`src/hdl/tlc_defines.svh`:
```
// Offsets, field positions, reset values and shift counts of the limit/result block.
// Assumes it is included by bare name from the package and the design module.
`ifndef TLC_DEFINES_SVH
`define TLC_DEFINES_SVH

`define TLC_ADDR_STATUS   3'h0
`define TLC_ADDR_CONFIG   3'h1
`define TLC_ADDR_RESULT   3'h2
`define TLC_ADDR_IDENT    3'h3
`define TLC_ADDR_CRIT     3'h4
`define TLC_ADDR_HYST     3'h5
`define TLC_ADDR_UPPER    3'h6
`define TLC_ADDR_LOWER    3'h7

`define TLC_RST_CRIT      16'h4980
`define TLC_RST_HYST      8'h05
`define TLC_RST_UPPER     16'h2000
`define TLC_RST_LOWER     16'h0500
`define TLC_RST_CONFIG    8'h00
`define TLC_RST_RESULT    16'h0000

// Configuration field positions
`define TLC_CFG_FQ_HI     1
`define TLC_CFG_FQ_LO     0
`define TLC_CFG_CT_POL    2
`define TLC_CFG_INT_POL   3
`define TLC_CFG_CMP_MODE  4
`define TLC_CFG_OP_HI     6
`define TLC_CFG_OP_LO     5
`define TLC_CFG_RES       7
`define TLC_OP_SHUTDOWN   2'h3

// Status field positions
`define TLC_ST_LOW        4
`define TLC_ST_HIGH       5
`define TLC_ST_CRIT       6
`define TLC_ST_RDYN       7

// Result flag positions in 13-bit mode
`define TLC_RES_LOW       0
`define TLC_RES_HIGH      1
`define TLC_RES_CRIT      2

// One degree is 128 LSBs of the 16-bit format
`define TLC_HYST_SHIFT    7
`define TLC_FAULT_MAX     3'h4

`endif

```
`src/hdl/tlc_pkg.sv`:
```
// Types shared by the limit/result block and its bench.
// Assumes tlc_defines.svh is on the include path.
package tlc_pkg;
    `include "tlc_defines.svh"

    typedef struct packed {
        logic        wr;
        logic        rd;
        logic [2:0]  addr;
        logic [15:0] wdata;
    } tlc_req_t;

    typedef struct packed {
        logic        valid;
        logic [15:0] temp;
    } tlc_conv_t;
endpackage : tlc_pkg

```
`src/hdl/tlc_limit_regs.sv`:
```
// Result, identification and setpoint registers with limit comparison and alarm pins.
// Assumes a serial front end delivers one-cycle register requests and the converter
// delivers one-cycle 16-bit results, both synchronous to sys_clk.
//
// How it works
// - Result above critical limit flags critical event
// - Critical event drives critical alarm pin active
// - Critical limit 16-bit signed, resets 0x4980
// - Result above upper limit flags, asserts alarm
// - Result below lower limit flags, asserts alarm
// - Upper limit 16-bit signed, resets 0x2000
// - Lower limit 16-bit signed, resets 0x0500
// - Hysteresis 4-bit unsigned degrees, resets 5
// - Release thresholds offset by hysteresis value
// - 13-bit mode result bit0 flags below-lower
// - 13-bit mode result bit1 flags above-upper
// - 13-bit mode result bit2 flags above-critical
// - 16-bit mode low bits carry temperature
// - Result read-only, signed, resets to zero
// - Identification holds revision and maker codes
// - Fault queue needs 1-4 consecutive faults
// - Status flags clear on read or recovery
// - Comparator mode releases alarm past hysteresis
// - Interrupt mode releases on read, rearms freshly
`timescale 1ns/1ps
`default_nettype none
`include "tlc_defines.svh"

module tlc_limit_regs
    import tlc_pkg::*;
#(
    // Arbitrary neutral identification values
    parameter logic [4:0] MAKER_CODE = 5'h0a,
    parameter logic [2:0] REV_CODE   = 3'h1
) (
    input  wire logic        sys_clk,
    input  wire logic        nrst,
    input  wire tlc_req_t    regReq,
    input  wire tlc_conv_t   convIn,
    output logic [15:0]      regRdData_r,
    output logic             regRdValid_r,
    output logic             critical_alarm_pin_o_r,
    output logic             critical_alarm_pin_oe_r,
    output logic             limitAlarmPin_o_r,
    output logic             limitAlarmPin_oe_r
);

    ////////////////////////////////////////////////////////////////////////////
    // Registers
    logic [15:0] critical_limit_r;
    logic [15:0] upper_limit_r;
    logic [15:0] lower_limit_r;
    logic [7:0]  hysteresis_value_r;
    logic [7:0]  config_r;
    logic [15:0] temperature_result_r;
    logic        stLow_r;
    logic        stHigh_r;
    logic        stCrit_r;
    logic        rdyN_r;
    logic [2:0]  limitFaultCnt_r;
    logic [2:0]  critFaultCnt_r;
    logic        intActive_r;
    logic        ctActive_r;
    logic        limitArmed_r;
    logic        critArmed_r;

    ////////////////////////////////////////////////////////////////////////////
    // Decode
    wire        wrCrit   = regReq.wr && (regReq.addr == `TLC_ADDR_CRIT);
    wire        wrHyst   = regReq.wr && (regReq.addr == `TLC_ADDR_HYST);
    wire        wrUpper  = regReq.wr && (regReq.addr == `TLC_ADDR_UPPER);
    wire        wrLower  = regReq.wr && (regReq.addr == `TLC_ADDR_LOWER);
    wire        wrConfig = regReq.wr && (regReq.addr == `TLC_ADDR_CONFIG);
    wire        rdStatus = regReq.rd && (regReq.addr == `TLC_ADDR_STATUS);
    wire        rdResult = regReq.rd && (regReq.addr == `TLC_ADDR_RESULT);
    wire        anyRead  = regReq.rd;

    wire        hiRes    = config_r[`TLC_CFG_RES];
    wire [1:0]  faultQ   = config_r[`TLC_CFG_FQ_HI:`TLC_CFG_FQ_LO];
    wire        cmpMode  = config_r[`TLC_CFG_CMP_MODE];
    // Shutdown entry clears the limit alarm only in interrupt mode
    wire        shutWr   = wrConfig && !regReq.wdata[`TLC_CFG_CMP_MODE]
                        && (regReq.wdata[`TLC_CFG_OP_HI:`TLC_CFG_OP_LO] == `TLC_OP_SHUTDOWN);

    ////////////////////////////////////////////////////////////////////////////
    // Comparison on the incoming result
    // flag bits dropped in 13-bit mode
    wire [15:0] tempVal  = hiRes ? convIn.temp : {convIn.temp[15:3], 3'h0};
    wire [16:0] hystOff  = {9'h000, hysteresis_value_r[3:0], 4'h0} << (`TLC_HYST_SHIFT - 4);
    // signed compares, 17 bits to avoid wrap
    wire signed [16:0] tS     = {tempVal[15], tempVal};
    wire signed [16:0] critS  = {critical_limit_r[15], critical_limit_r};
    wire signed [16:0] upperS = {upper_limit_r[15], upper_limit_r};
    wire signed [16:0] lowerS = {lower_limit_r[15], lower_limit_r};
    wire signed [16:0] critRel  = critS - $signed(hystOff);
    wire signed [16:0] upperRel = upperS - $signed(hystOff);
    wire signed [16:0] lowerRel = lowerS + $signed(hystOff);

    wire        overCrit  = tS > critS;
    wire        overHigh  = tS > upperS;
    wire        underLow  = tS < lowerS;
    wire        critBack  = tS < critRel;
    wire        limitBack = (tS < upperRel) && (tS > lowerRel);

    wire        conv      = convIn.valid;

    ////////////////////////////////////////////////////////////////////////////
    // Fault queue
    wire        limitFault = overHigh || underLow;
    wire [2:0]  limitCnt_nxt = !limitFault ? 3'h0 :
                               (limitFaultCnt_r == `TLC_FAULT_MAX) ? limitFaultCnt_r : limitFaultCnt_r + 3'h1;
    wire [2:0]  critCnt_nxt  = !overCrit ? 3'h0 :
                               (critFaultCnt_r == `TLC_FAULT_MAX) ? critFaultCnt_r : critFaultCnt_r + 3'h1;
    wire        limitQual = conv && (limitCnt_nxt > {1'b0, faultQ});
    wire        critQual  = conv && (critCnt_nxt > {1'b0, faultQ});

    ////////////////////////////////////////////////////////////////////////////
    // Alarm state
    // in interrupt mode a fresh crossing needs rearm after recovery
    wire        intSet  = limitQual && (cmpMode || limitArmed_r);
    wire        ctSet   = critQual && (cmpMode || critArmed_r);
    wire        intCmpClr = cmpMode && conv && limitBack;
    wire        ctCmpClr  = cmpMode && conv && critBack;
    // any read releases in interrupt mode
    wire        intRdClr  = !cmpMode && (anyRead || shutWr);
    wire        ctRdClr   = !cmpMode && anyRead;

    // limit alarm, set wins over clear
    wire        intActive_nxt = intSet || (intActive_r && !intCmpClr && !intRdClr);
    // critical alarm, set wins over clear
    wire        ctActive_nxt  = ctSet || (ctActive_r && !ctCmpClr && !ctRdClr);

    wire        limitArmed_nxt = intSet ? 1'b0 : ((conv && limitBack) ? 1'b1 : limitArmed_r);
    wire        critArmed_nxt  = ctSet ? 1'b0 : ((conv && critBack) ? 1'b1 : critArmed_r);

    ////////////////////////////////////////////////////////////////////////////
    // Status flags
    // clear on status read or recovery; set wins
    wire        stLow_nxt  = (conv && underLow) || (stLow_r && !rdStatus && !(conv && limitBack));
    wire        stHigh_nxt = (conv && overHigh) || (stHigh_r && !rdStatus && !(conv && limitBack));
    wire        stCrit_nxt = (conv && overCrit) || (stCrit_r && !rdStatus && !(conv && critBack));
    // Conversion wins over a simultaneous result read
    wire        rdyN_nxt   = conv ? 1'b0 : (rdResult ? 1'b1 : rdyN_r);

    ////////////////////////////////////////////////////////////////////////////
    // Result word
    wire [2:0]  flagBits;
    assign flagBits[`TLC_RES_LOW]  = underLow;
    assign flagBits[`TLC_RES_HIGH] = overHigh;
    assign flagBits[`TLC_RES_CRIT] = overCrit;
    // extra bits or flags by resolution
    wire [15:0] result_nxt = hiRes ? convIn.temp : {convIn.temp[15:3], flagBits};

    ////////////////////////////////////////////////////////////////////////////
    // Read mux
    wire [7:0]  statusWord = {rdyN_r, stCrit_r, stHigh_r, stLow_r, 4'h0};
    wire [7:0]  identWord  = {MAKER_CODE, REV_CODE};
    // One-hot selects keep the read path a flat AND-OR with no priority chain
    wire        selStatus = (regReq.addr == `TLC_ADDR_STATUS);
    wire        selConfig = (regReq.addr == `TLC_ADDR_CONFIG);
    wire        selResult = (regReq.addr == `TLC_ADDR_RESULT);
    wire        selIdent  = (regReq.addr == `TLC_ADDR_IDENT);
    wire        selCrit   = (regReq.addr == `TLC_ADDR_CRIT);
    wire        selHyst   = (regReq.addr == `TLC_ADDR_HYST);
    wire        selUpper  = (regReq.addr == `TLC_ADDR_UPPER);
    wire        selLower  = (regReq.addr == `TLC_ADDR_LOWER);
    wire [15:0] rdMux     = ({16{selStatus}} & {8'h00, statusWord})
                          | ({16{selConfig}} & {8'h00, config_r})
                          | ({16{selResult}} & temperature_result_r)
                          | ({16{selIdent}}  & {8'h00, identWord})
                          | ({16{selCrit}}   & critical_limit_r)
                          | ({16{selHyst}}   & {8'h00, hysteresis_value_r})
                          | ({16{selUpper}}  & upper_limit_r)
                          | ({16{selLower}}  & lower_limit_r);

    // Pin drive: open drain pulls low when the level must be low
    wire ctPinOe_nxt  = ctActive_r ^ config_r[`TLC_CFG_CT_POL];
    wire intPinOe_nxt = intActive_r ^ config_r[`TLC_CFG_INT_POL];

    ////////////////////////////////////////////////////////////////////////////
    // Setpoints and configuration, one short block per register
    // critical limit register
    always_ff @(posedge sys_clk or negedge nrst) begin
        if (!nrst) begin
            critical_limit_r <= `TLC_RST_CRIT;
        end else if (wrCrit) begin
            critical_limit_r <= regReq.wdata;
        end
    end

    always_ff @(posedge sys_clk or negedge nrst) begin
        if (!nrst) begin
            upper_limit_r <= `TLC_RST_UPPER;
        end else if (wrUpper) begin
            upper_limit_r <= regReq.wdata;
        end
    end

    always_ff @(posedge sys_clk or negedge nrst) begin
        if (!nrst) begin
            lower_limit_r <= `TLC_RST_LOWER;
        end else if (wrLower) begin
            lower_limit_r <= regReq.wdata;
        end
    end

    // hysteresis register, upper nibble kept for read-back only
    always_ff @(posedge sys_clk or negedge nrst) begin
        if (!nrst) begin
            hysteresis_value_r <= `TLC_RST_HYST;
        end else if (wrHyst) begin
            hysteresis_value_r <= regReq.wdata[7:0];
        end
    end

    // Configuration register
    always_ff @(posedge sys_clk or negedge nrst) begin
        if (!nrst) begin
            config_r <= `TLC_RST_CONFIG;
        end else if (wrConfig) begin
            config_r <= regReq.wdata[7:0];
        end
    end

    // Result and status
    always_ff @(posedge sys_clk or negedge nrst) begin
        if (!nrst) begin
            temperature_result_r <= `TLC_RST_RESULT;
            stLow_r  <= 1'b0;
            stHigh_r <= 1'b0;
            stCrit_r <= 1'b0;
            rdyN_r   <= 1'b1;
        end else begin
            if (conv) temperature_result_r <= result_nxt;
            stLow_r  <= stLow_nxt;
            stHigh_r <= stHigh_nxt;
            stCrit_r <= stCrit_nxt;
            rdyN_r   <= rdyN_nxt;
        end
    end

    // Fault queue and alarms
    always_ff @(posedge sys_clk or negedge nrst) begin
        if (!nrst) begin
            limitFaultCnt_r <= 3'h0;
            critFaultCnt_r  <= 3'h0;
            intActive_r     <= 1'b0;
            ctActive_r      <= 1'b0;
            limitArmed_r    <= 1'b1;
            critArmed_r     <= 1'b1;
        end else begin
            if (conv) limitFaultCnt_r <= limitCnt_nxt;
            if (conv) critFaultCnt_r  <= critCnt_nxt;
            intActive_r  <= intActive_nxt;
            ctActive_r   <= ctActive_nxt;
            limitArmed_r <= limitArmed_nxt;
            critArmed_r  <= critArmed_nxt;
        end
    end

    // Read port
    // Data holds between reads so a slow front end may sample it late
    always_ff @(posedge sys_clk or negedge nrst) begin
        if (!nrst) begin
            regRdData_r  <= 16'h0000;
            regRdValid_r <= 1'b0;
        end else begin
            regRdData_r  <= regReq.rd ? rdMux : regRdData_r;
            regRdValid_r <= regReq.rd;
        end
    end

    // Alarm pins: the data side stays low, only the enable moves
    always_ff @(posedge sys_clk or negedge nrst) begin
        if (!nrst) begin
            critical_alarm_pin_o_r  <= 1'b0;
            critical_alarm_pin_oe_r <= 1'b0;
            limitAlarmPin_o_r       <= 1'b0;
            limitAlarmPin_oe_r      <= 1'b0;
        end else begin
            critical_alarm_pin_o_r  <= 1'b0;
            critical_alarm_pin_oe_r <= ctPinOe_nxt;
            limitAlarmPin_o_r       <= 1'b0;
            limitAlarmPin_oe_r      <= intPinOe_nxt;
        end
    end

endmodule : tlc_limit_regs
`default_nettype wire

```
`config.mk`:
```
export PLATFORM = sky130hd
export DESIGN_NAME = tlc_limit_regs
export DESIGN_NICKNAME = d
export VERILOG_FILES = /design/src/hdl/tlc_pkg.sv /design/src/hdl/tlc_limit_regs.sv
export VERILOG_INCLUDE_DIRS = /design/src /design/src/hdl
export SDC_FILE = /design/constraint.sdc
export NUM_CORES = 1
export LEC_CHECK = 0
export BUFFER_PORTS_ARGS = -buffer_cell sky130_fd_sc_hd__buf_2
export CORE_ASPECT_RATIO = 1.4
export CORE_UTILIZATION = 50
export DETAILED_ROUTE_END_ITERATION = 12
export PLACE_DENSITY = 0.7
export SLEW_MARGIN = 5
export SYNTH_ARGS = -nofsm -noshare
export SYNTH_HDL_FRONTEND = slang
export SYNTH_SLANG_ARGS = --single-unit
```
`constraint.sdc`:
```
create_clock -name sys_clk -period 8.7 [get_ports sys_clk]
set_input_delay 2.61 -clock sys_clk [delete_from_list [all_inputs] [get_ports sys_clk]]
set_output_delay 2.61 -clock sys_clk [all_outputs]
set_load 0.02 [all_outputs]
```
==> impl_metrics.json, run 1 <==
{
  "fin_hold_ws_ns": 0.458,
  "dieArea_um2": 16400,
  "async_reset_ff_share_pct": 100,
  "synth-compound-area-share_pct": 16.3,
  "finalHoldViolCount": 0,
  "grt_pass1_wl_um": 35500,
  "drv_slew": 0,
  "finalSetupViolCount": 0,
  "dp.cells": 1051,
  "cts_tree": "yes",
  "fin_crit_ns": 5.00,
  "synth_xor_area_share_pct": 2.42,
  "grt_overflow": 0,
  "crit_required_ns": 9.00,
  "route.vias.total": 6588,
  "synth_area_um2": 7960,
  "antenna_found_initial": 0,
  "fin_cells": 1082,
  "cts_resized": 0,
  "synth.largest_area_cell": "dfrtp_1",
  "ant_nets": 0,
  "fin_setup_tns_ns": 0,
  "cts-root-buf": "clkbuf_16",
  "avgSynthCellArea_um2": 9.66,
  "clockBufferDepth": 2,
  "die_y_um": 151,
  "outcome": "finished clean",
  "hold_path_class": "reg -> reg",
  "avgViaCountPerCell": 6.09,
  "avgRoutedWirePerCell_um": 21.3,
  "powerDensity_nw_per_um2": 261,
  "fp-row-count": 54,
  "p_leak_nw": 4.09,
  "pin_count": 61,
  "drv_cap": 0,
  "cp-start-kind": "input port",
  "grt_pass1_vias": 6532,
  "muxShareOfSynthArea_pct": 12.2,
  "start_util_pct": 51.2,
  "synth_top_family_by_area": "compound AO/OA/AOI/OAI gates",
  "synth_edf_count": 0,
  "drc": 0,
  "grt_max_degree": 61,
  "numCtsBuffers": 17,
  "synth_top_area_share_pct": 31.8,
  "clock_latency_ns": 0.42,
  "nets": 1009,
  "rsz0062_at_grt": "false",
  "ys_ff_latch": 113,
  "synth_area_leaders": "dfrtp_1, ha_1, mux2_2",
  "dp_hpwl_um": 17400,
  "ys_seq_area_share_pct": 35.7,
  "ys_warn_count": 0,
  "drt_pass1_iterations": 8,
  "areaGrowthSynthToFinish_pct": 11.8,
  "fmax_mhz": 200,
  "gp_congestion": 0.954,
  "synthSimpleGateAreaFrac_pct": 12.5,
  "die_w_um": 109,
  "clk_pin_slew_ns": 0.05,
  "cts_setup_buffers": 0,
  "holdBufCountCts": 0,
  "worstPathArrival_ns": 5.30,
  "end_kind": "flop",
  "period_share_pct": 57.4,
  "ir_worst_vdd_mv": 0.157,
  "drive_gt1_share_pct": 20.1,
  "cts_sinks": 113,
  "synth_cell_types": 70,
  "worst_pin_slew_ns": 1.07,
  "max_slew_margin_pct": 28.2,
  "ys.flop_type": "dfrtp_1",
  "worst-setup-path-type": "in -> reg",
  "antennaDiodeCount": 0,
  "skew_ns": 0.00796,
  "synth_cells": 824,
  "htree_num_levels": 4,
  "cp_max_fo": 7,
  "synth-adder-area-share_pct": 15.3,
  "track_usage_pct": 29.8,
  "io_buffers": 58,
  "drt_iter0_markers": 509,
  "finalWirelength_um": 23000,
  "core-area_um2": 15500
}
## logic make-up after synthesis
kind of cell | after synthesis
AND/OR/NAND/NOR | 206
AO/OA/AOI/OAI | 200
flip-flops | 113
buffers and inverters | 100
adder cells (fa/ha/maj) | 96
multiplexers | 86
XOR/XNOR | 22
other | 1
## through the flow
stage | util (%) | total power [mW] | cell area [µm²] | setup slack (ns)
2_1_floorplan | - | 1.41 | 7960 | 3.81
3_3_place_gp | 53.8 | 1.66 | 8360 | 3.39
3_5_place_dp | 53.8 | 1.68 | 8360 | 3.29
4_1_cts | 57.3 | 2.33 | 8900 | 3.75
5_1_grt | 57.3 | 2.49 | 8900 | 3.47
6_report | 57.3 | 2.33 | 8900 | 3.70
## worst paths after layout
kind | start | endpoint | slack [ns] | cells after the start
min in group asynchronous | nrst | regRdData_r[15] | 2.27 | 1
max in group asynchronous | nrst | limitFaultCnt_r[2] | 5.23 | 2
min | ctActive_r | critical_alarm_pin_oe_r | 0.46 | 1
max reg2reg | hysteresis_value_r[1] | stLow_r | 4.74 | 14
max | convIn[11] | ctActive_r | 3.70 | 12
min reg2reg | ctActive_r | critical_alarm_pin_oe_r | 0.46 | 1
## where the power goes
group          total, mW  internal, mW  switching (mW)
combinational      0.886         0.399           0.487
clock              0.643         0.404           0.239
sequential         0.798         0.655           0.143
## cell usage in the layout, fill, tap and decap left out, types with 11 or more instances in the layout
cell type	instances
inv_1	67
nor3_1	12
a21o_1	16
dfrtp_1	101
nand3_1	16
dfstp_2	12
a31oi_1	11
o21ai_0	51
ha_1	92
xnor2_1	16
clkbuf_16	17
nor2_1	61
a21oi_1	46
nand2_1	56
mux2i_1	14
mux2_2	70
buf_2	57
## worst max-delay path: stages
cell	delay, ns
buf_2	0.17
ha_1	0.35
nand3_1	0.11
nor2_1	0.12
nand2_1	0.09
o32ai_1	0.59
nor2_1	0.25
and2_1	0.23
ha_1	0.29
a21oi_1	0.15
nor2_1	0.08
a211o_1	0.26
## routing by layer
metal  wire (µm)  GRT usage (%)  up-vias
met5           0              0        -
met1        8600           31.3     3198
met2       11700           51.7      214
met4        1860           23.3        0
met3         892           5.77       80
li1            -              -     3096
## synth_stat cells, types with 3 or more instances
library cell / number
o21ai_0: 51
a21oi_1: 46
a21o_1: 16
ha_1: 92
nand2b_1: 9
nand3_1: 16
inv_1: 67
nor3b_1: 3
clkbuf_1: 17
and2_1: 3
nand2_1: 56
o22ai_1: 10
a22oi_1: 7
a21boi_0: 3
nor2_1: 61
nor3_1: 13
a221oi_1: 10
mux2i_1: 14
buf_4: 3
and3_1: 4
nor2b_1: 10
xor2_1: 6
o311ai_0: 3
buf_2: 7
xnor2_1: 16
o211ai_1: 6
mux2_2: 70
and4_1: 5
o21a_1: 5
nor4_1: 8
dfstp_2: 12
dfrtp_1: 101
nand4_1: 8
fa_1: 3
a31oi_1: 11
a211oi_1: 8
## flip-flops by register name, indices dropped and copies added, names as in the netlist, 3 cells and up
register              cells
temperature_result_r     16
critFaultCnt_r            3
upper_limit_r            16
lower_limit_r            16
limitFaultCnt_r           3
critical_limit_r         16
config_r                  8
regRdData_r              16
hysteresis_value_r        8
## layout make-up
cell class / count / area, µm²
Clock buffer: 25 / 475
Clock inverter: 6 / 62.6
Fill cell: 1424 / 6640
Inverter: 67 / 251
Multi-Input combinational cell: 612 / 4690
Sequential cell: 113 / 2840
Tap cell: 196 / 245
Timing Repair Buffer: 63 / 330
No activity file was read; power rests on OpenSTA's default activity.
==> run 2, diff against run 1 <==
Settings changed: PLACE_DENSITY 0.7 to 0.73.
Clock period 8.7 ns to 4.1 ns, I/O delays scaled along.
==> run 2 against run 1 <==
  * Non-clock buffer count up 15
  * Critical endpoint is now intActive_r
  * Clock power up 140%
  * Critical path type is now reg -> reg
  * Die area unchanged
  * Critical path depth up 4
  * First-iteration DRC count up 8.6%
  * Largest power group unchanged
  * Global-route usage up 0.87 points
==> impl_metrics.json, run 2 (same netlist as run 1, synthesis figures left out) <==
{
  "antenna_found_initial": 0,
  "rsz0062_at_grt": "false",
  "drv_cap": 0,
  "worst_pin_slew_ns": 0.786,
  "grt_pass1_wl_um": 36500,
  "clk_pin_slew_ns": 0.06,
  "gp_congestion": 1.01,
  "finalWirelength_um": 23800,
  "p_leak_nw": 4.21,
  "path_cells": "ha_1 > inv_1 > fa_1 > a21oi_1 > nor2b_1 > nor3_1 > nand2_1 > xnor2_1 > ha_1 > nand3_1 > or4_1 > a31oi_1 > nor4_1 > o221a_2 > mux2i_1 > a21o_1",
  "ir_worst_vdd_mv": 0.429,
  "startpoint": "hysteresis_value_r[0]",
  "layout_commonest_cell": "dfrtp_1",
  "pin_count": 61,
  "drv_slew": 0,
  "slowest_stage": "dfstp_2",
  "drive_gt1_share_pct": 22.1,
  "cp_common_cell": "ha_1",
  "cp_max_fo": 5,
  "avgViaCountPerCell": 6.17,
  "cts_resized": 0,
  "fillers": 1309,
  "grt_max_degree": 114,
  "worstRegToRegCells": 16,
  "max_slew_margin_pct": 47.6,
  "finalSetupViolCount": 0,
  "fin_util_pct": 58.6,
  "cp-start-kind": "flop",
  "rr_endpoint": "intActive_r",
  "crit_required_ns": 4.46,
  "holdBufCountCts": 0,
  "powerDensity_nw_per_um2": 569,
  "dp_hpwl_um": 18300,
  "fmax_mhz": 265,
  "htree_num_levels": 4,
  "fin_hold_ws_ns": 0.477,
  "fp-row-count": 54,
  "dieArea_um2": 16400,
  "clock_latency_ns": 0.43,
  "fin_crit_ns": 3.78,
  "endpoint": "intActive_r",
  "track_usage_pct": 30.7,
  "outcome": "finished clean",
  "drt_pass1_iterations": 5,
  "end_kind": "flop",
  "stdcell_area_um2": 9100,
  "drt_iter0_markers": 553,
  "nets": 1024,
  "skew_ns": 0.0110,
  "core-area_um2": 15500,
  "grt_pass1_vias": 6661,
  "cts-root-buf": "clkbuf_16",
  "start_util_pct": 51.2,
  "antennaDiodeCount": 0,
  "io_buffers": 58,
  "hold_path_class": "reg -> reg",
  "numCtsBuffers": 17,
  "r2r_slack_ns": 0.32,
  "most-common-layout-cells": "dfrtp_1, ha_1, mux2_2",
  "ant_nets": 0,
  "finalHoldViolCount": 0,
  "clockBufferDepth": 2,
  "die_w_um": 109,
  "crit_path_max_incr_delay_ns": 0.59,
  "route.vias.total": 6777,
  "grt_overflow": 0,
  "avgRoutedWirePerCell_um": 21.7,
  "drc": 0,
  "period_share_pct": 92.1,
  "areaGrowthSynthToFinish_pct": 14.4,
  "die_y_um": 151,
  "cts_sinks": 113,
  "fin_setup_tns_ns": 0,
  "place_area_um2": 8490,
  "cts_tree": "yes",
  "worstPathArrival_ns": 4.14,
  "worst-setup-path-type": "reg -> reg",
  "reg2reg_from": "hysteresis_value_r[0]",
  "cts_setup_buffers": 0
}
==> run 2: area by class of cell <==
cell class	instances	area, µm²	share of cell area (%)
clock buffers	23	478	5.25
clock inverters	9	130	1.43
inverters	67	251	2.76
multi-input cells	612	4700	51.6
flip-flops and latches	113	2840	31.2
well taps	196	245	2.69
repair buffers	78	455	5.00
==> run 2: worst min-delay path by stage <==
| stage | startpoint | end | cells past startpoint |
|---|---|---|---|
| after global placement | hysteresis_value_r[4] | hysteresis_value_r[4] | 2 |
| after detailed placement | hysteresis_value_r[4] | hysteresis_value_r[4] | 2 |
| after floorplan | ctActive_r | critical_alarm_pin_oe_r | 1 |
| after global routing | ctActive_r | critical_alarm_pin_oe_r | 1 |
| after CTS | ctActive_r | critical_alarm_pin_oe_r | 1 |
| final | ctActive_r | critical_alarm_pin_oe_r | 1 |
==> run 2: critical path, delay by kind of cell, from the launching register on <==
| family | cells | cell delay [ns] |
|---|---|---|
| compound gates | 4 | 0.69 |
| xor+xnor | 1 | 0.14 |
| fa+ha+maj | 3 | 0.87 |
| buf+inv | 1 | 0.06 |
| flops | 1 | 0.59 |
| mux | 1 | 0.17 |
| simple gates | 6 | 1.20 |
==> run 2: metal layers <==
layer,track usage [%],share of wire (%),up-vias
li1,-,-,3126
met2,49.9,48,279
met3,6.07,4.4,122
met4,31.4,11,0
met5,0,0,-
met1,32.1,36,3250
==> run 2: where the power goes <==
group          leakage (nW)  switching [mW]  internal [mW]  total [mW]
registers              1.33           0.282           1.39        1.67
logic                  2.58            1.10          0.885        1.98
clock network         0.297           0.529           1.00        1.53
total                  4.21            1.91           3.28        5.18
==> run 2: through the flow <==
step                setup slack [ns]  cells  power, mW
CTS                            0.198   1098       5.17
global route                  0.0619   1098       5.52
detailed placement             0.178   1066       3.62
floorplan                      0.594    825       2.99
finish                         0.324   1098       5.18
global placement               0.233   1066       3.58
==> run 3, diff against run 2 <==
Settings changed: PLACE_DENSITY 0.73 to 0.78.
==> run 3 against run 2 <==
  * Hold slack better by 0.0043 ns
  * Cell count is 0.36% lower
  * Sequential cell count stayed put
  * Via count is 1.3% lower
  * Non-clock buffer count is 3 lower
  * Combinational power hardly changed
  * Sequential power hardly changed
  * Routed wire length is 1.3% lower
  * Cell area is 0.58% lower
==> impl_metrics.json, run 3 (same netlist as run 1, synthesis figures left out) <==
{
  "hp-start": "regRdData_r[2]",
  "crit_path_max_incr_delay_ns": 0.53,
  "start_util_pct": 51.2,
  "grt_overflow": 0,
  "powerDensity_nw_per_um2": 562,
  "grt_pass1_vias": 6693,
  "cp_max_fo": 5,
  "htree_num_levels": 4,
  "worst_pin_slew_ns": 0.906,
  "worstRegToRegCells": 14,
  "seq_area_um2": 2840,
  "nets": 1021,
  "pin_count": 61,
  "r2r_slack_ns": 0.25,
  "crit_required_ns": 4.40,
  "finalHoldViolCount": 0,
  "period_share_pct": 94.0,
  "ir_worst_vdd_mv": 0.453,
  "fmax_mhz": 260,
  "dieArea_um2": 16400,
  "grt_max_degree": 71,
  "finalWirelength_um": 23500,
  "gp_congestion": 0.976,
  "p_leak_nw": 4.17,
  "ant_nets": 0,
  "drv_slew": 0,
  "cts_setup_buffers": 0,
  "reg2reg_from": "hysteresis_value_r[1]",
  "max_slew_margin_pct": 39.6,
  "rr_endpoint": "ctActive_r",
  "route.vias.total": 6692,
  "layout_commonest_cell": "dfrtp_1",
  "path_cells": "inv_1 > ha_1 > a21o_1 > a21o_1 > a211oi_1 > xnor2_1 > ha_1 > a21oi_1 > o22ai_1 > nor3_1 > o2111ai_1 > mux2i_1 > a21oi_1 > a211o_1",
  "min_path_cells": 1,
  "outcome": "finished clean",
  "fin_setup_tns_ns": 0,
  "skew_ns": 0.00614,
  "cts-root-buf": "clkbuf_16",
  "drive_gt1_share_pct": 21.8,
  "clk_pin_slew_ns": 0.05,
  "clockBufferDepth": 2,
  "antenna_found_initial": 0,
  "critical_path.top_delay_family": "compound AO/OA/AOI/OAI gates",
  "rsz0062_at_grt": "false",
  "slowest_stage": "a211oi_1",
  "min_to": "regRdData_r[2]",
  "setup_slack_ns": 0.248,
  "fp-row-count": 54,
  "drc": 0,
  "die_y_um": 151,
  "drt_iter0_markers": 492,
  "dpl_worst_slack_ns": 0.209,
  "holdBufCountCts": 0,
  "drt_pass1_iterations": 6,
  "cts_resized": 0,
  "cts_sinks": 113,
  "dp_hpwl_um": 18000,
  "cts_tree": "yes",
  "io_buffers": 58,
  "end_kind": "flop",
  "worst-setup-path-type": "reg -> reg",
  "die_w_um": 109,
  "clock_latency_ns": 0.41,
  "grt_pass1_wl_um": 36000,
  "antennaDiodeCount": 0,
  "cp-start-kind": "flop",
  "hold_path_class": "reg -> reg",
  "multi_input_area_um2": 4690,
  "most-common-layout-cells": "dfrtp_1, ha_1, mux2_2",
  "areaGrowthSynthToFinish_pct": 13.7,
  "fin_crit_ns": 3.85,
  "worstPathArrival_ns": 4.15,
  "numCtsBuffers": 17,
  "avgViaCountPerCell": 6.12,
  "core-area_um2": 15500,
  "power_mw": 5.09,
  "avgRoutedWirePerCell_um": 21.5,
  "crit_buf_inv": 1,
  "fillers": 1344,
  "fin_hold_ws_ns": 0.481,
  "fin_util_pct": 58.2,
  "finalSetupViolCount": 0,
  "track_usage_pct": 30.1,
  "drv_cap": 0
}
[run 3: how the worst max path moves through the flow]
stage                           from           to  slack (ns)  cells past startpoint
6_report       hysteresis_value_r[1]   ctActive_r        0.25                     14
4_1_cts             lower_limit_r[8]     stHigh_r        0.27                     15
2_1_floorplan              convIn[5]  intActive_r        0.59                     12
3_5_place_dp              convIn[15]  intActive_r        0.21                     12
5_1_grt        hysteresis_value_r[0]     stHigh_r        0.07                     16
3_3_place_gp              convIn[15]  intActive_r        0.29                     12
[run 3: metal layers]
layer  global-route usage (%)  vias up  wire length, µm
met4                     26.6        0             2250
li1                         -     3122                -
met1                     32.9     3193             8710
met2                     49.7      275            11400
met5                        0        -                0
met3                     5.55      102             1180
[run 3: where the power goes]
| part | total [mW] | switching, mW | internal, mW |
|---|---|---|---|
| Sequential | 1.68 | 0.296 | 1.39 |
| Clock | 1.45 | 0.528 | 0.923 |
| Combinational | 1.95 | 1.08 | 0.876 |
[run 3: layout make-up]
| type | instances | share of cell area (%) |
|---|---|---|
| Clock buffer | 19 | 5.00 |
| Multi-Input combinational cell | 612 | 51.8 |
| Clock inverter | 12 | 1.48 |
| Inverter | 67 | 2.78 |
| Tap cell | 196 | 2.71 |
| Timing Repair Buffer | 75 | 4.78 |
| Sequential cell | 113 | 31.4 |
[run 3: per-stage QoR]
step	cells	instance area (µm²)
finish	1094	9050
global placement	1063	8460
CTS	1094	9050
global route	1094	9050
detailed placement	1063	8460
floorplan	825	7960
[run 3: worst reg2reg max path, stage by stage, from the launching register on]
cell       delay, ns
dfrtp_1         0.46
inv_1           0.28
ha_1            0.30
a21o_1          0.16
a21o_1          0.19
a211oi_1        0.53
xnor2_1         0.20
ha_1            0.27
a21oi_1         0.20
o22ai_1         0.11
nor3_1          0.14
o2111ai_1       0.18
mux2i_1         0.37
a21oi_1         0.12
a211o_1         0.23
